File: src/design/fecth_pkg.sv
// Shared constants, types and state codes of the codec test harness.
`default_nettype none

package fecth_pkg;

	// Data path geometry.
	localparam int unsigned WORD_W   = 66;
	localparam int unsigned CW_WORDS = 32;
	localparam int unsigned CTR_W    = 32;
	localparam int unsigned CODE_W   = 8;
	localparam int unsigned TMR_W    = 32;
	localparam int unsigned WCNT_W   = 5;

	// Sync header of a data block, bit 0 leaving first.
	localparam logic [1:0] SYNC_DATA = 2'h2;

	// One flipped bit is a burst the decoder can repair; two bits 40
	// apart exceed its burst reach and cannot be repaired.
	localparam logic [WORD_W-1:0] CORR_MASK   = 66'h1;
	localparam logic [WORD_W-1:0] UNCORR_MASK = 66'h100_0000_0001;

	// Checker lock and self-test wait limits, in words or cycles.
	localparam logic [3:0]       CHK_LOCK_RUN = 4'h8;
	localparam logic [TMR_W-1:0] LOCK_LIMIT   = 32'h0000_0800;

	// Self-test result codes.
	localparam logic [CODE_W-1:0] CODE_OK      = 8'h00;
	localparam logic [CODE_W-1:0] CODE_ALIGN   = 8'h01;
	localparam logic [CODE_W-1:0] CODE_LOCK    = 8'h02;
	localparam logic [CODE_W-1:0] CODE_DATA    = 8'h03;
	localparam logic [CODE_W-1:0] CODE_UNCORR  = 8'h04;
	localparam logic [CODE_W-1:0] CODE_UNALIGN = 8'h05;

	// Statistics counter slots.
	localparam int unsigned N_CNT      = 6;
	localparam int unsigned CNT_TOTAL  = 0;
	localparam int unsigned CNT_NOERR  = 1;
	localparam int unsigned CNT_CORR   = 2;
	localparam int unsigned CNT_UNCORR = 3;
	localparam int unsigned CNT_FAILS  = 4;
	localparam int unsigned CNT_UNLOCK = 5;

	// Operator and transceiver inputs that arrive from outside the clock.
	typedef struct packed {
		logic glob_reset;
		logic loopback;
		logic ind_en;
		logic rx_done;
		logic tx_done;
		logic stats_clear;
		logic inj_slip;
		logic inj_corr;
		logic inj_uncorr;
		logic bist_start;
	} fecth_ops_type;

	// Per-codeword outcome flags from the decoder.
	typedef struct packed {
		logic no_error;
		logic corrected;
		logic uncorrected;
	} fecth_cw_stat_type;

	typedef enum logic [2:0] {
		ST_IDLE  = 3'h0,
		ST_ALIGN = 3'h1,
		ST_LOCK  = 3'h2,
		ST_RUN   = 3'h3,
		ST_DONE  = 3'h4
	} fecth_state_type;

endpackage

`default_nettype wire

File: src/design/fecth_in_sync.sv
// Two-stage synchroniser with rising-edge detect for outside inputs.
`default_nettype none

module fecth_in_sync #(
	parameter int unsigned W = 1
) (
	// Clock, reset, enable.
	input  wire logic         ref_clk,
	input  wire logic         resetn,
	input  wire logic         clk_en,
	// Raw inputs and their synchronised forms.
	input  wire logic [W-1:0] async_in,
	output logic      [W-1:0] level,
	output logic      [W-1:0] rise
);

	logic [W-1:0] meta_q;
	logic [W-1:0] sync_q;
	logic [W-1:0] prev_q;

	always_ff @(posedge ref_clk) begin
		if (!resetn) begin
			meta_q <= '0;
			sync_q <= '0;
			prev_q <= '0;
		end else if (clk_en) begin
			meta_q <= async_in;
			sync_q <= meta_q;
			prev_q <= sync_q;
		end
	end

	assign level = sync_q;
	// A held-high control yields one pulse only.
	assign rise = sync_q & ~prev_q;

endmodule

`default_nettype wire

File: src/design/fecth_stat_ctr.sv
// One 32-bit statistics counter with synchronous clear.
`default_nettype none

module fecth_stat_ctr
	import fecth_pkg::*;
(
	// Clock, reset, enable.
	input  wire logic             ref_clk,
	input  wire logic             resetn,
	input  wire logic             clk_en,
	// Control and count.
	input  wire logic             clear,
	input  wire logic             inc,
	output logic      [CTR_W-1:0] count
);

	logic [CTR_W-1:0] count_q;

	// Clear wins over a same-cycle increment so all slots zero together.
	always_ff @(posedge ref_clk) begin
		if (!resetn || (clk_en && clear)) begin
			count_q <= '0;
		end else if (clk_en && inc) begin
			count_q <= count_q + 1'b1;
		end
	end

	assign count = count_q;

endmodule

`default_nettype wire

File: src/design/fecth_harness.sv
// Self-checking harness around the codec core: test, injection, stats.
//
// What this block does
// - Pass flag goes high once the self-test ends successfully.
// - Fail flag goes high when the self-test detects a failure.
// - Running flag stays high while the self-test is in progress.
// - Eight-bit result code reads zero on success, otherwise the cause.
// - A start pulse from the operator begins the self-test.
// - Indication enable passes straight to the codec input.
// - Uncorrectable-injection pulse corrupts the stream beyond repair.
// - Correctable-injection pulse inserts one error the decoder can fix.
// - Slip-injection pulse requests one transceiver gearbox slip.
// - Counter of every codeword the decoder processes.
// - Counter of decoded codewords without errors.
// - Counter of decoded codewords with corrected errors.
// - Counter of decoded codewords with uncorrectable errors.
// - Counter of data checker mismatches.
// - Counter of alignment losses, on each falling alignment edge.
// - Statistics-clear pulse zeroes all counters at once.
// - Alignment status output follows the codec alignment flag.
// - Checker-locked flag high while the checker tracks decoded data.
// - Separate outputs report receive and transmit reset completion.
// - Global reset control high holds the harness in reset, all but its input synchroniser.
// - Decoded data is valid only once alignment is reported.
`default_nettype none

module fecth_harness
	import fecth_pkg::*;
#(
	parameter int unsigned ALIGN_LIMIT = 68000,
	parameter int unsigned BIST_WORDS  = 200000
) (
	// Clock, reset, enable.
	input  wire logic                ref_clk,
	input  wire logic                resetn,
	input  wire logic                clk_en,
	// Operator controls and transceiver status, outside the clock.
	input  wire fecth_ops_type       ops_in,
	// Self-test status.
	output logic                     bist_pass,
	output logic                     bist_fail,
	output logic                     bist_running,
	output logic        [CODE_W-1:0] bist_code,
	// Statistics.
	output logic        [CTR_W-1:0]  rx_total,
	output logic        [CTR_W-1:0]  rx_noerrors,
	output logic        [CTR_W-1:0]  rx_corrected,
	output logic        [CTR_W-1:0]  rx_uncorrected,
	output logic        [CTR_W-1:0]  rx_data_fails,
	output logic        [CTR_W-1:0]  rx_unlocks,
	// Mirrored status and checker lock.
	output logic                     align_status,
	output logic                     checker_locked,
	output logic                     transceiver_receive_reset_done,
	output logic                     transceiver_transmit_reset_done,
	// Codec transmit side.
	output logic        [WORD_W-1:0] tx_din,
	output logic                     tx_din_start,
	input  wire logic   [WORD_W-1:0] tx_enc,
	// Codec receive side.
	output logic                     indication_en,
	input  wire logic                stat_rx_aligned,
	input  wire logic   [WORD_W-1:0] rx_dout,
	input  wire fecth_cw_stat_type   cw_stat,
	// Transceiver.
	output logic        [WORD_W-1:0] gt_tx_data,
	output logic                     gt_rx_slip,
	output logic                     gt_loopback
);

	fecth_ops_type     ops_lvl;
	fecth_ops_type     ops_rise;
	logic              srst_n;
	logic [CTR_W-1:0]  counts [N_CNT];
	logic [N_CNT-1:0]  cnt_inc;
	logic              chk_fail;

	////////////////////////////////////////////////////////////////////////

	fecth_in_sync #(
		.W ($bits(fecth_ops_type))
	) u_sync (
		.ref_clk  (ref_clk),
		.resetn   (resetn),
		.clk_en   (clk_en),
		.async_in (ops_in),
		.level    (ops_lvl),
		.rise     (ops_rise)
	);

	// The synchroniser itself sits on the board reset only, so it keeps
	// tracking the global reset control while the rest is held.
	assign srst_n = resetn && !ops_lvl.glob_reset;

	////////////////////////////////////////////////////////////////////////

	logic        [WORD_W-3:0] tx_seq_q;
	logic        [WCNT_W-1:0] tx_word_q;

	// Payload is a running count, so the checker can predict each word.
	always_ff @(posedge ref_clk) begin
		if (!srst_n) begin
			tx_seq_q     <= '0;
			tx_word_q    <= '0;
			tx_din       <= '0;
			tx_din_start <= 1'b0;
		end else if (clk_en) begin
			tx_seq_q     <= tx_seq_q + 1'b1;
			tx_word_q    <= tx_word_q + 1'b1;
			tx_din       <= {tx_seq_q, SYNC_DATA};
			tx_din_start <= (tx_word_q == '0);
		end
	end

	always_ff @(posedge ref_clk) begin
		if (!srst_n) begin
			gt_tx_data <= '0;
		end else if (clk_en) begin
			if (ops_rise.inj_uncorr) begin
				gt_tx_data <= tx_enc ^ UNCORR_MASK;
			end else if (ops_rise.inj_corr) begin
				gt_tx_data <= tx_enc ^ CORR_MASK;
			end else begin
				gt_tx_data <= tx_enc;
			end
		end
	end

	always_ff @(posedge ref_clk) begin
		if (!srst_n) begin
			gt_rx_slip <= 1'b0;
		end else if (clk_en) begin
			gt_rx_slip <= ops_rise.inj_slip;
		end
	end

	////////////////////////////////////////////////////////////////////////

	always_ff @(posedge ref_clk) begin
		if (!srst_n) begin
			indication_en                   <= 1'b0;
			gt_loopback                     <= 1'b0;
			align_status                    <= 1'b0;
			transceiver_receive_reset_done  <= 1'b0;
			transceiver_transmit_reset_done <= 1'b0;
		end else if (clk_en) begin
			indication_en                   <= ops_lvl.ind_en;
			gt_loopback                     <= ops_lvl.loopback;
			align_status                    <= stat_rx_aligned;
			transceiver_receive_reset_done  <= ops_lvl.rx_done;
			transceiver_transmit_reset_done <= ops_lvl.tx_done;
		end
	end

	////////////////////////////////////////////////////////////////////////

	logic [WORD_W-3:0] chk_prev_q;
	logic [3:0]        chk_run_q;
	logic              chk_match;

	assign chk_match = (rx_dout == {chk_prev_q + 1'b1, SYNC_DATA});
	assign chk_fail  = checker_locked && stat_rx_aligned && !chk_match;

	// Decoded words count only while the codec reports alignment.
	always_ff @(posedge ref_clk) begin
		if (!srst_n) begin
			chk_prev_q     <= '0;
			chk_run_q      <= '0;
			checker_locked <= 1'b0;
		end else if (clk_en) begin
			if (!stat_rx_aligned) begin
				chk_run_q      <= '0;
				checker_locked <= 1'b0;
			end else begin
				chk_prev_q <= rx_dout[WORD_W-1:2];
				if (chk_match) begin
					if (chk_run_q == CHK_LOCK_RUN) begin
						checker_locked <= 1'b1;
					end else begin
						chk_run_q <= chk_run_q + 1'b1;
					end
				end else begin
					chk_run_q      <= '0;
					checker_locked <= 1'b0;
				end
			end
		end
	end

	////////////////////////////////////////////////////////////////////////

	logic aligned_q;

	always_ff @(posedge ref_clk) begin
		if (!srst_n) begin
			aligned_q <= 1'b0;
		end else if (clk_en) begin
			aligned_q <= stat_rx_aligned;
		end
	end

	assign cnt_inc[CNT_TOTAL]  = |cw_stat;
	assign cnt_inc[CNT_NOERR]  = cw_stat.no_error;
	assign cnt_inc[CNT_CORR]   = cw_stat.corrected;
	assign cnt_inc[CNT_UNCORR] = cw_stat.uncorrected;
	assign cnt_inc[CNT_FAILS]  = chk_fail;
	assign cnt_inc[CNT_UNLOCK] = aligned_q && !stat_rx_aligned;

	for (genvar i = 0; i < N_CNT; i++) begin : g_ctr
		fecth_stat_ctr u_ctr (
			.ref_clk (ref_clk),
			.resetn  (srst_n),
			.clk_en  (clk_en),
			.clear   (ops_rise.stats_clear),
			.inc     (cnt_inc[i]),
			.count   (counts[i])
		);
	end

	assign rx_total       = counts[CNT_TOTAL];
	assign rx_noerrors    = counts[CNT_NOERR];
	assign rx_corrected   = counts[CNT_CORR];
	assign rx_uncorrected = counts[CNT_UNCORR];
	assign rx_data_fails  = counts[CNT_FAILS];
	assign rx_unlocks     = counts[CNT_UNLOCK];

	////////////////////////////////////////////////////////////////////////

	fecth_state_type  state_q;
	logic [TMR_W-1:0] tmr_q;

	function automatic logic [TMR_W-1:0] lim(input int unsigned v);
		lim = TMR_W'(v);
	endfunction

	always_ff @(posedge ref_clk) begin
		if (!srst_n) begin
			state_q      <= ST_IDLE;
			tmr_q        <= '0;
			bist_pass    <= 1'b0;
			bist_fail    <= 1'b0;
			bist_running <= 1'b0;
			bist_code    <= CODE_OK;
		end else if (clk_en) begin
			tmr_q <= tmr_q + 1'b1;
			if (ops_rise.bist_start) begin
				state_q      <= ST_ALIGN;
				tmr_q        <= '0;
				bist_pass    <= 1'b0;
				bist_fail    <= 1'b0;
				bist_running <= 1'b1;
				bist_code    <= CODE_OK;
			end else begin
				unique case (state_q)
					ST_IDLE, ST_DONE: begin
						tmr_q <= tmr_q;
					end
					ST_ALIGN: begin
						if (stat_rx_aligned) begin
							state_q <= ST_LOCK;
							tmr_q   <= '0;
						end else if (tmr_q == lim(ALIGN_LIMIT)) begin
							state_q      <= ST_DONE;
							bist_running <= 1'b0;
							bist_fail    <= 1'b1;
							bist_code    <= CODE_ALIGN;
						end
					end
					ST_LOCK: begin
						if (checker_locked) begin
							state_q <= ST_RUN;
							tmr_q   <= '0;
						end else if (tmr_q == LOCK_LIMIT) begin
							state_q      <= ST_DONE;
							bist_running <= 1'b0;
							bist_fail    <= 1'b1;
							bist_code    <= CODE_LOCK;
						end
					end
					ST_RUN: begin
						tmr_q <= tmr_q + TMR_W'(|cw_stat);
						if (chk_fail || cw_stat.uncorrected ||
						    !stat_rx_aligned) begin
							state_q      <= ST_DONE;
							bist_running <= 1'b0;
							bist_fail    <= 1'b1;
							if (!stat_rx_aligned) begin
								bist_code <= CODE_UNALIGN;
							end else if (chk_fail) begin
								bist_code <= CODE_DATA;
							end else begin
								bist_code <= CODE_UNCORR;
							end
						end else if (tmr_q == lim(BIST_WORDS)) begin
							state_q      <= ST_DONE;
							bist_running <= 1'b0;
							bist_pass    <= 1'b1;
							bist_code    <= CODE_OK;
						end
					end
					default: begin
						state_q <= ST_IDLE;
					end
				endcase
			end
		end
	end

	////////////////////////////////////////////////////////////////////////

	a_pass_code_zero: assert property (@(posedge ref_clk) disable iff (!srst_n)
		bist_pass |-> (bist_code == CODE_OK && !bist_fail))
		else $error("pass flag with nonzero code");

	a_fail_code_set: assert property (@(posedge ref_clk) disable iff (!srst_n)
		bist_fail |-> (bist_code != CODE_OK && !bist_running))
		else $error("fail flag without a cause code");

	a_start_runs: assert property (@(posedge ref_clk) disable iff (!srst_n)
		(clk_en && ops_rise.bist_start) |=> (bist_running && !bist_pass))
		else $error("start pulse did not begin the test");

	a_ind_follows: assert property (@(posedge ref_clk) disable iff (!srst_n)
		clk_en |=> (indication_en == $past(ops_lvl.ind_en)))
		else $error("indication enable not passed through");

	a_uncorr_two_bits: assert property (@(posedge ref_clk) disable iff (!srst_n)
		(clk_en && ops_rise.inj_uncorr) |=>
		($countones(gt_tx_data ^ $past(tx_enc)) == 2))
		else $error("uncorrectable injection wrong");

	a_corr_one_bit: assert property (@(posedge ref_clk) disable iff (!srst_n)
		(clk_en && ops_rise.inj_corr && !ops_rise.inj_uncorr) |=>
		($countones(gt_tx_data ^ $past(tx_enc)) == 1))
		else $error("correctable injection wrong");

	a_slip_single: assert property (@(posedge ref_clk) disable iff (!srst_n)
		gt_rx_slip |=> !gt_rx_slip)
		else $error("slip request longer than one cycle");

	a_total_is_sum: assert property (@(posedge ref_clk) disable iff (!srst_n)
		rx_total == CTR_W'(rx_noerrors + rx_corrected + rx_uncorrected))
		else $error("total differs from outcome sum");

	a_unlock_counts: assert property (@(posedge ref_clk) disable iff (!srst_n)
		(clk_en && aligned_q && !stat_rx_aligned && !ops_rise.stats_clear)
		|=> (rx_unlocks == CTR_W'($past(rx_unlocks) + 1'b1)))
		else $error("alignment loss not counted");

	a_clear_all: assert property (@(posedge ref_clk) disable iff (!srst_n)
		(clk_en && ops_rise.stats_clear) |=> (rx_total == '0 &&
		rx_data_fails == '0 && rx_unlocks == '0 && rx_corrected == '0 &&
		rx_noerrors == '0 && rx_uncorrected == '0))
		else $error("statistics not cleared together");

	a_align_mirror: assert property (@(posedge ref_clk) disable iff (!srst_n)
		clk_en |=> (align_status == $past(stat_rx_aligned)))
		else $error("alignment status not mirrored");

	a_lock_needs_align: assert property (@(posedge ref_clk) disable iff (!srst_n)
		(clk_en && !stat_rx_aligned) |=> !checker_locked)
		else $error("checker locked without alignment");

endmodule

`default_nettype wire

File: config.mk
export PLATFORM = sky130hd
export DESIGN_NAME = fecth_harness
export DESIGN_NICKNAME = d
export VERILOG_FILES = /design/src/design/fecth_pkg.sv /design/src/design/fecth_in_sync.sv /design/src/design/fecth_stat_ctr.sv /design/src/design/fecth_harness.sv
export SDC_FILE = /design/constraint.sdc
export NUM_CORES = 1
export LEC_CHECK = 0
export ABC_AREA = 0
export BUFFER_PORTS_ARGS = -buffer_cell sky130_fd_sc_hd__buf_2
export CORE_MARGIN = 2
export CORE_UTILIZATION = 45
export CTS_CLUSTER_DIAMETER = 200
export DETAILED_ROUTE_END_ITERATION = 10
export GPL_TIMING_DRIVEN = 0
export HOLD_SLACK_MARGIN = 0.15
export PLACE_DENSITY_LB_ADDON = 0.25
export SKIP_CTS_REPAIR_TIMING = 1
export SYNTH_ARGS = -nofsm -noshare
export SYNTH_HDL_FRONTEND = slang
export SYNTH_SLANG_ARGS = --single-unit
File: constraint.sdc
create_clock -name ref_clk -period 9.2 [get_ports ref_clk]
set_clock_uncertainty 0.05 [all_clocks]
set_input_delay 0.92 -clock ref_clk [delete_from_list [all_inputs] [get_ports ref_clk]]
set_output_delay 0.92 -clock ref_clk [all_outputs]
set_load 0.02 [all_outputs]
==> impl_metrics.yaml <==
timing:
  worstMarginPinSlew_ns: 1.21
  rsz0062_at_grt: "false"
  finalHoldViolations: 0
  setup_tns_ns: 0
  setup_slack_ns: 3.65
  max_freq_mhz: 180
  setup_viol: 0
  period_needed_ns: 5.55
  relSlewSlack_pct: 18.2
  drv_slew: 0
  finalCritPeriodShare_pct: 60.3
synth:
  netlist_area_mm2: 0.0250
  yosysMostFrequentCell: "dfxtp_1"
  synth-seq-area-share_pct: 42.7
  synth.top_cell.area_share_pct: 42.7
  synthTopCellsByCount: "dfxtp_1, nor2_1, nand2_1, mux2i_1, xor2_1"
  synth_ff_type: "dfxtp_1"
  ys_warn_count: 0
  ys_types: 65
  ys_ff_latch: 534
  synth.area.top_cells: "dfxtp_1, mux2i_1, nor2_1"
  postSynth.asyncResetShare_pct: 0
  syn_inst: 2996
  synth_top_area_cell: "dfxtp_1"
  avgSynthCellArea_um2: 8.35
  synth_edf_count: 0
drt:
  vias: 23400
  drt_pass1_iterations: 7
  wl_met3_mm: 6.29
  vias_per_cell: 5.38
  antenna_left: 0
  dr.max_layer_used: "met5"
  drtIter0Drc: 1738
  drcViolationCount: 0
  drt-total-wl_mm: 76.4
  wl_met1_mm: 33.2
  wl_per_cell_um: 17.6
  routed-wl-met2_mm: 34.9
finish:
  drive_above_1_share_pct: 17.2
  final_nets: 3709
  area_growth_syn_to_layout_pct: 21.7
critical_path:
  crit_buf_inv: 2
  cp-start-kind: "flip-flop"
  r2r_slack_ns: 3.65
  path_cells: "ha_1 -> nand4_1 -> nor4_2 -> nand2_1 -> or4_1 -> a211oi_1 -> nand4_1 -> o41ai_1 -> clkbuf_1 -> buf_2 -> o211ai_1 -> nand2_1"
  max_stage_delay_ns: 1.11
  critPathMaxFanout: 10
  arrival_ns: 6.06
  ff2ff_path_depth: 12
  critPathKind: "flip-flop to flip-flop"
  cpMaxStageDelayCell: "o41ai_1"
  cp.required_ns: 9.71
  worst-path-stages: 12
  cpLargestDelayFamily: "simple AND/OR/NAND/NOR gates"
  end_kind: "flip-flop"
grt:
  grt_max_degree: 16
  grtUsageTotal_pct: 25.3
  grt_pass1_vias: 21300
  grt_pass1_wl_mm: 117
  globalRouteOverflowTotal: 0
  antenna_found_initial: 8
floorplan:
  floorplan.initialDensity_pct: 45.5
  core_area_mm2: 0.0550
  die_y_um: 240
  rows: 86
  die_area_mm2: 0.0575
  io_pins: 492
  die_x_um: 240
power:
  p_sw_mw: 1.27
  power.share.sequential_pct: 45.6
  power.total_mw: 5.24
  intPower_mw: 3.97
  p_comb_share_pct: 7.3
  powerDensity_mw_per_mm2: 172
  switching_share_pct: 24.2
  clockPowerShare_pct: 47.1
  peakVddDrop_v: 0.000137
  p_leak_nw: 12.5
worst_hold_path:
  min_path_type: "flip-flop to flip-flop"
  whs_path_depth: 2
clocking:
  cts_tree: "built"
  clk_latency_ns: 0.62
  clk_pin_slew_ns: 0.06
  numCtsBuffers: 58
  h-tree-depth: 2
  clkSinkCount: 534
  cts_max_path_buffers: 3
  cts_root_buf: "clkbuf_16"
placement:
  finalWeightedCongestion: 0.974
  hpwlAfterDp_mm: 57.1
  dp_slack_ns: 3.82
  numPortBuffers: 483
run_status:
  status: "finished clean"
flow_run:
  maxCapViolCount: 0
per-layer routing:
layer | GRT usage (%) | vias to the layer above
li1 | - | 11500
met1 | 33.5 | 10900
met2 | 40.6 | 778
met3 | 6.51 | 138
met4 | 7.63 | 6
met5 | 0 | -
tightest hold or removal path, delay by kind of cell (launching register included):
family | cells | cell delay, ns
AND/OR/NAND/NOR | 1 | 0.05
flip-flops | 1 | 0.32
AO/OA/AOI/OAI | 1 | 0.05
final timing paths:
kind / to / from
min: chk_prev_q[63] / chk_prev_q[63]
max reg2reg: g_ctr[4].u_ctr.count[31] / chk_prev_q[0]
max: g_ctr[4].u_ctr.count[31] / chk_prev_q[0]
min reg2reg: chk_prev_q[63] / chk_prev_q[63]
cell families after synthesis:
kind of cell | Yosys count | share of synthesized area (%)
compound gates | 348 | 8.44
xor+xnor | 290 | 10.2
fa+ha+maj | 16 | 0.800
buf+inv | 209 | 3.27
flops | 534 | 42.7
mux | 188 | 7.53
other cells | 1 | 0.0150
simple gates | 1410 | 27.1
power by group through the flow:
stage	registers (mW)	clock network [mW]	logic, mW
global route	2.40	2.60	0.414
finish	2.39	2.47	0.382
floorplan	2.46	0	0.206
CTS	2.39	2.51	0.383
global placement	2.44	0	0.377
detailed placement	2.44	0	0.380
metrics by stage:
step,std cells,hold slack (ns),utilization [%],instance area (um2)
global placement,4232,0.402,51.6,28400
global route,4340,0.450,55.3,30400
floorplan,3001,0.399,-,25000
detailed placement,4232,0.401,51.6,28400
CTS,4339,0.417,55.3,30400
finish,4343,0.416,55.4,30400
placed cells by master, fill, tap and decap left out, types with 8 or more instances in the layout:
| master | count |
|---|---|
| clkbuf_1 | 144 |
| xnor2_1 | 103 |
| o211ai_1 | 20 |
| dfxtp_1 | 534 |
| and2_1 | 14 |
| or2_2 | 10 |
| nor3_1 | 54 |
| clkinv_2 | 9 |
| nor4_1 | 45 |
| a22oi_1 | 24 |
| clkbuf_16 | 60 |
| nor4b_1 | 8 |
| nand2b_1 | 34 |
| nand2_1 | 339 |
| a31oi_1 | 25 |
| nand3_1 | 145 |
| xor2_1 | 187 |
| nand4_1 | 130 |
| buf_1 | 18 |
| mux2i_1 | 187 |
| inv_1 | 45 |
| o21ai_0 | 62 |
| nor2_1 | 457 |
| o31ai_1 | 9 |
| nor2b_1 | 28 |
| buf_2 | 491 |
| o22ai_1 | 12 |
| and4_1 | 22 |
| a211oi_1 | 9 |
| or4_1 | 25 |
| clkbuf_8 | 15 |
| and3_1 | 51 |
| ha_1 | 16 |
| or3_1 | 28 |
| a21oi_1 | 141 |
area by class of cell:
| type | instances | area (um2) |
|---|---|---|
| Clock inverter | 20 | 289 |
| Inverter | 45 | 169 |
| Tap cell | 748 | 936 |
| Fill cell | 5152 | 24500 |
| Clock buffer | 87 | 1750 |
| Antenna cell | 4 | 10.0 |
| Sequential cell | 534 | 10700 |
| Buffer | 164 | 648 |
| Multi-Input combinational cell | 2258 | 13500 |
| Timing Repair Buffer | 483 | 2420 |
registers in the layout (all words and copies together) (netlist names), 3 cells and up:
register and cells:
state_q 3, u_sync.meta_q 10, u_sync.prev_q 5, bist_code 3
g_ctr.u_ctr.count 192, tx_word_q 5, tmr_q 32, gt_tx_data 66
chk_run_q 4, chk_prev_q 64, tx_seq_q 64, tx_din 65
u_sync.level 10
No activity file was read; power rests on OpenSTA's default activity.
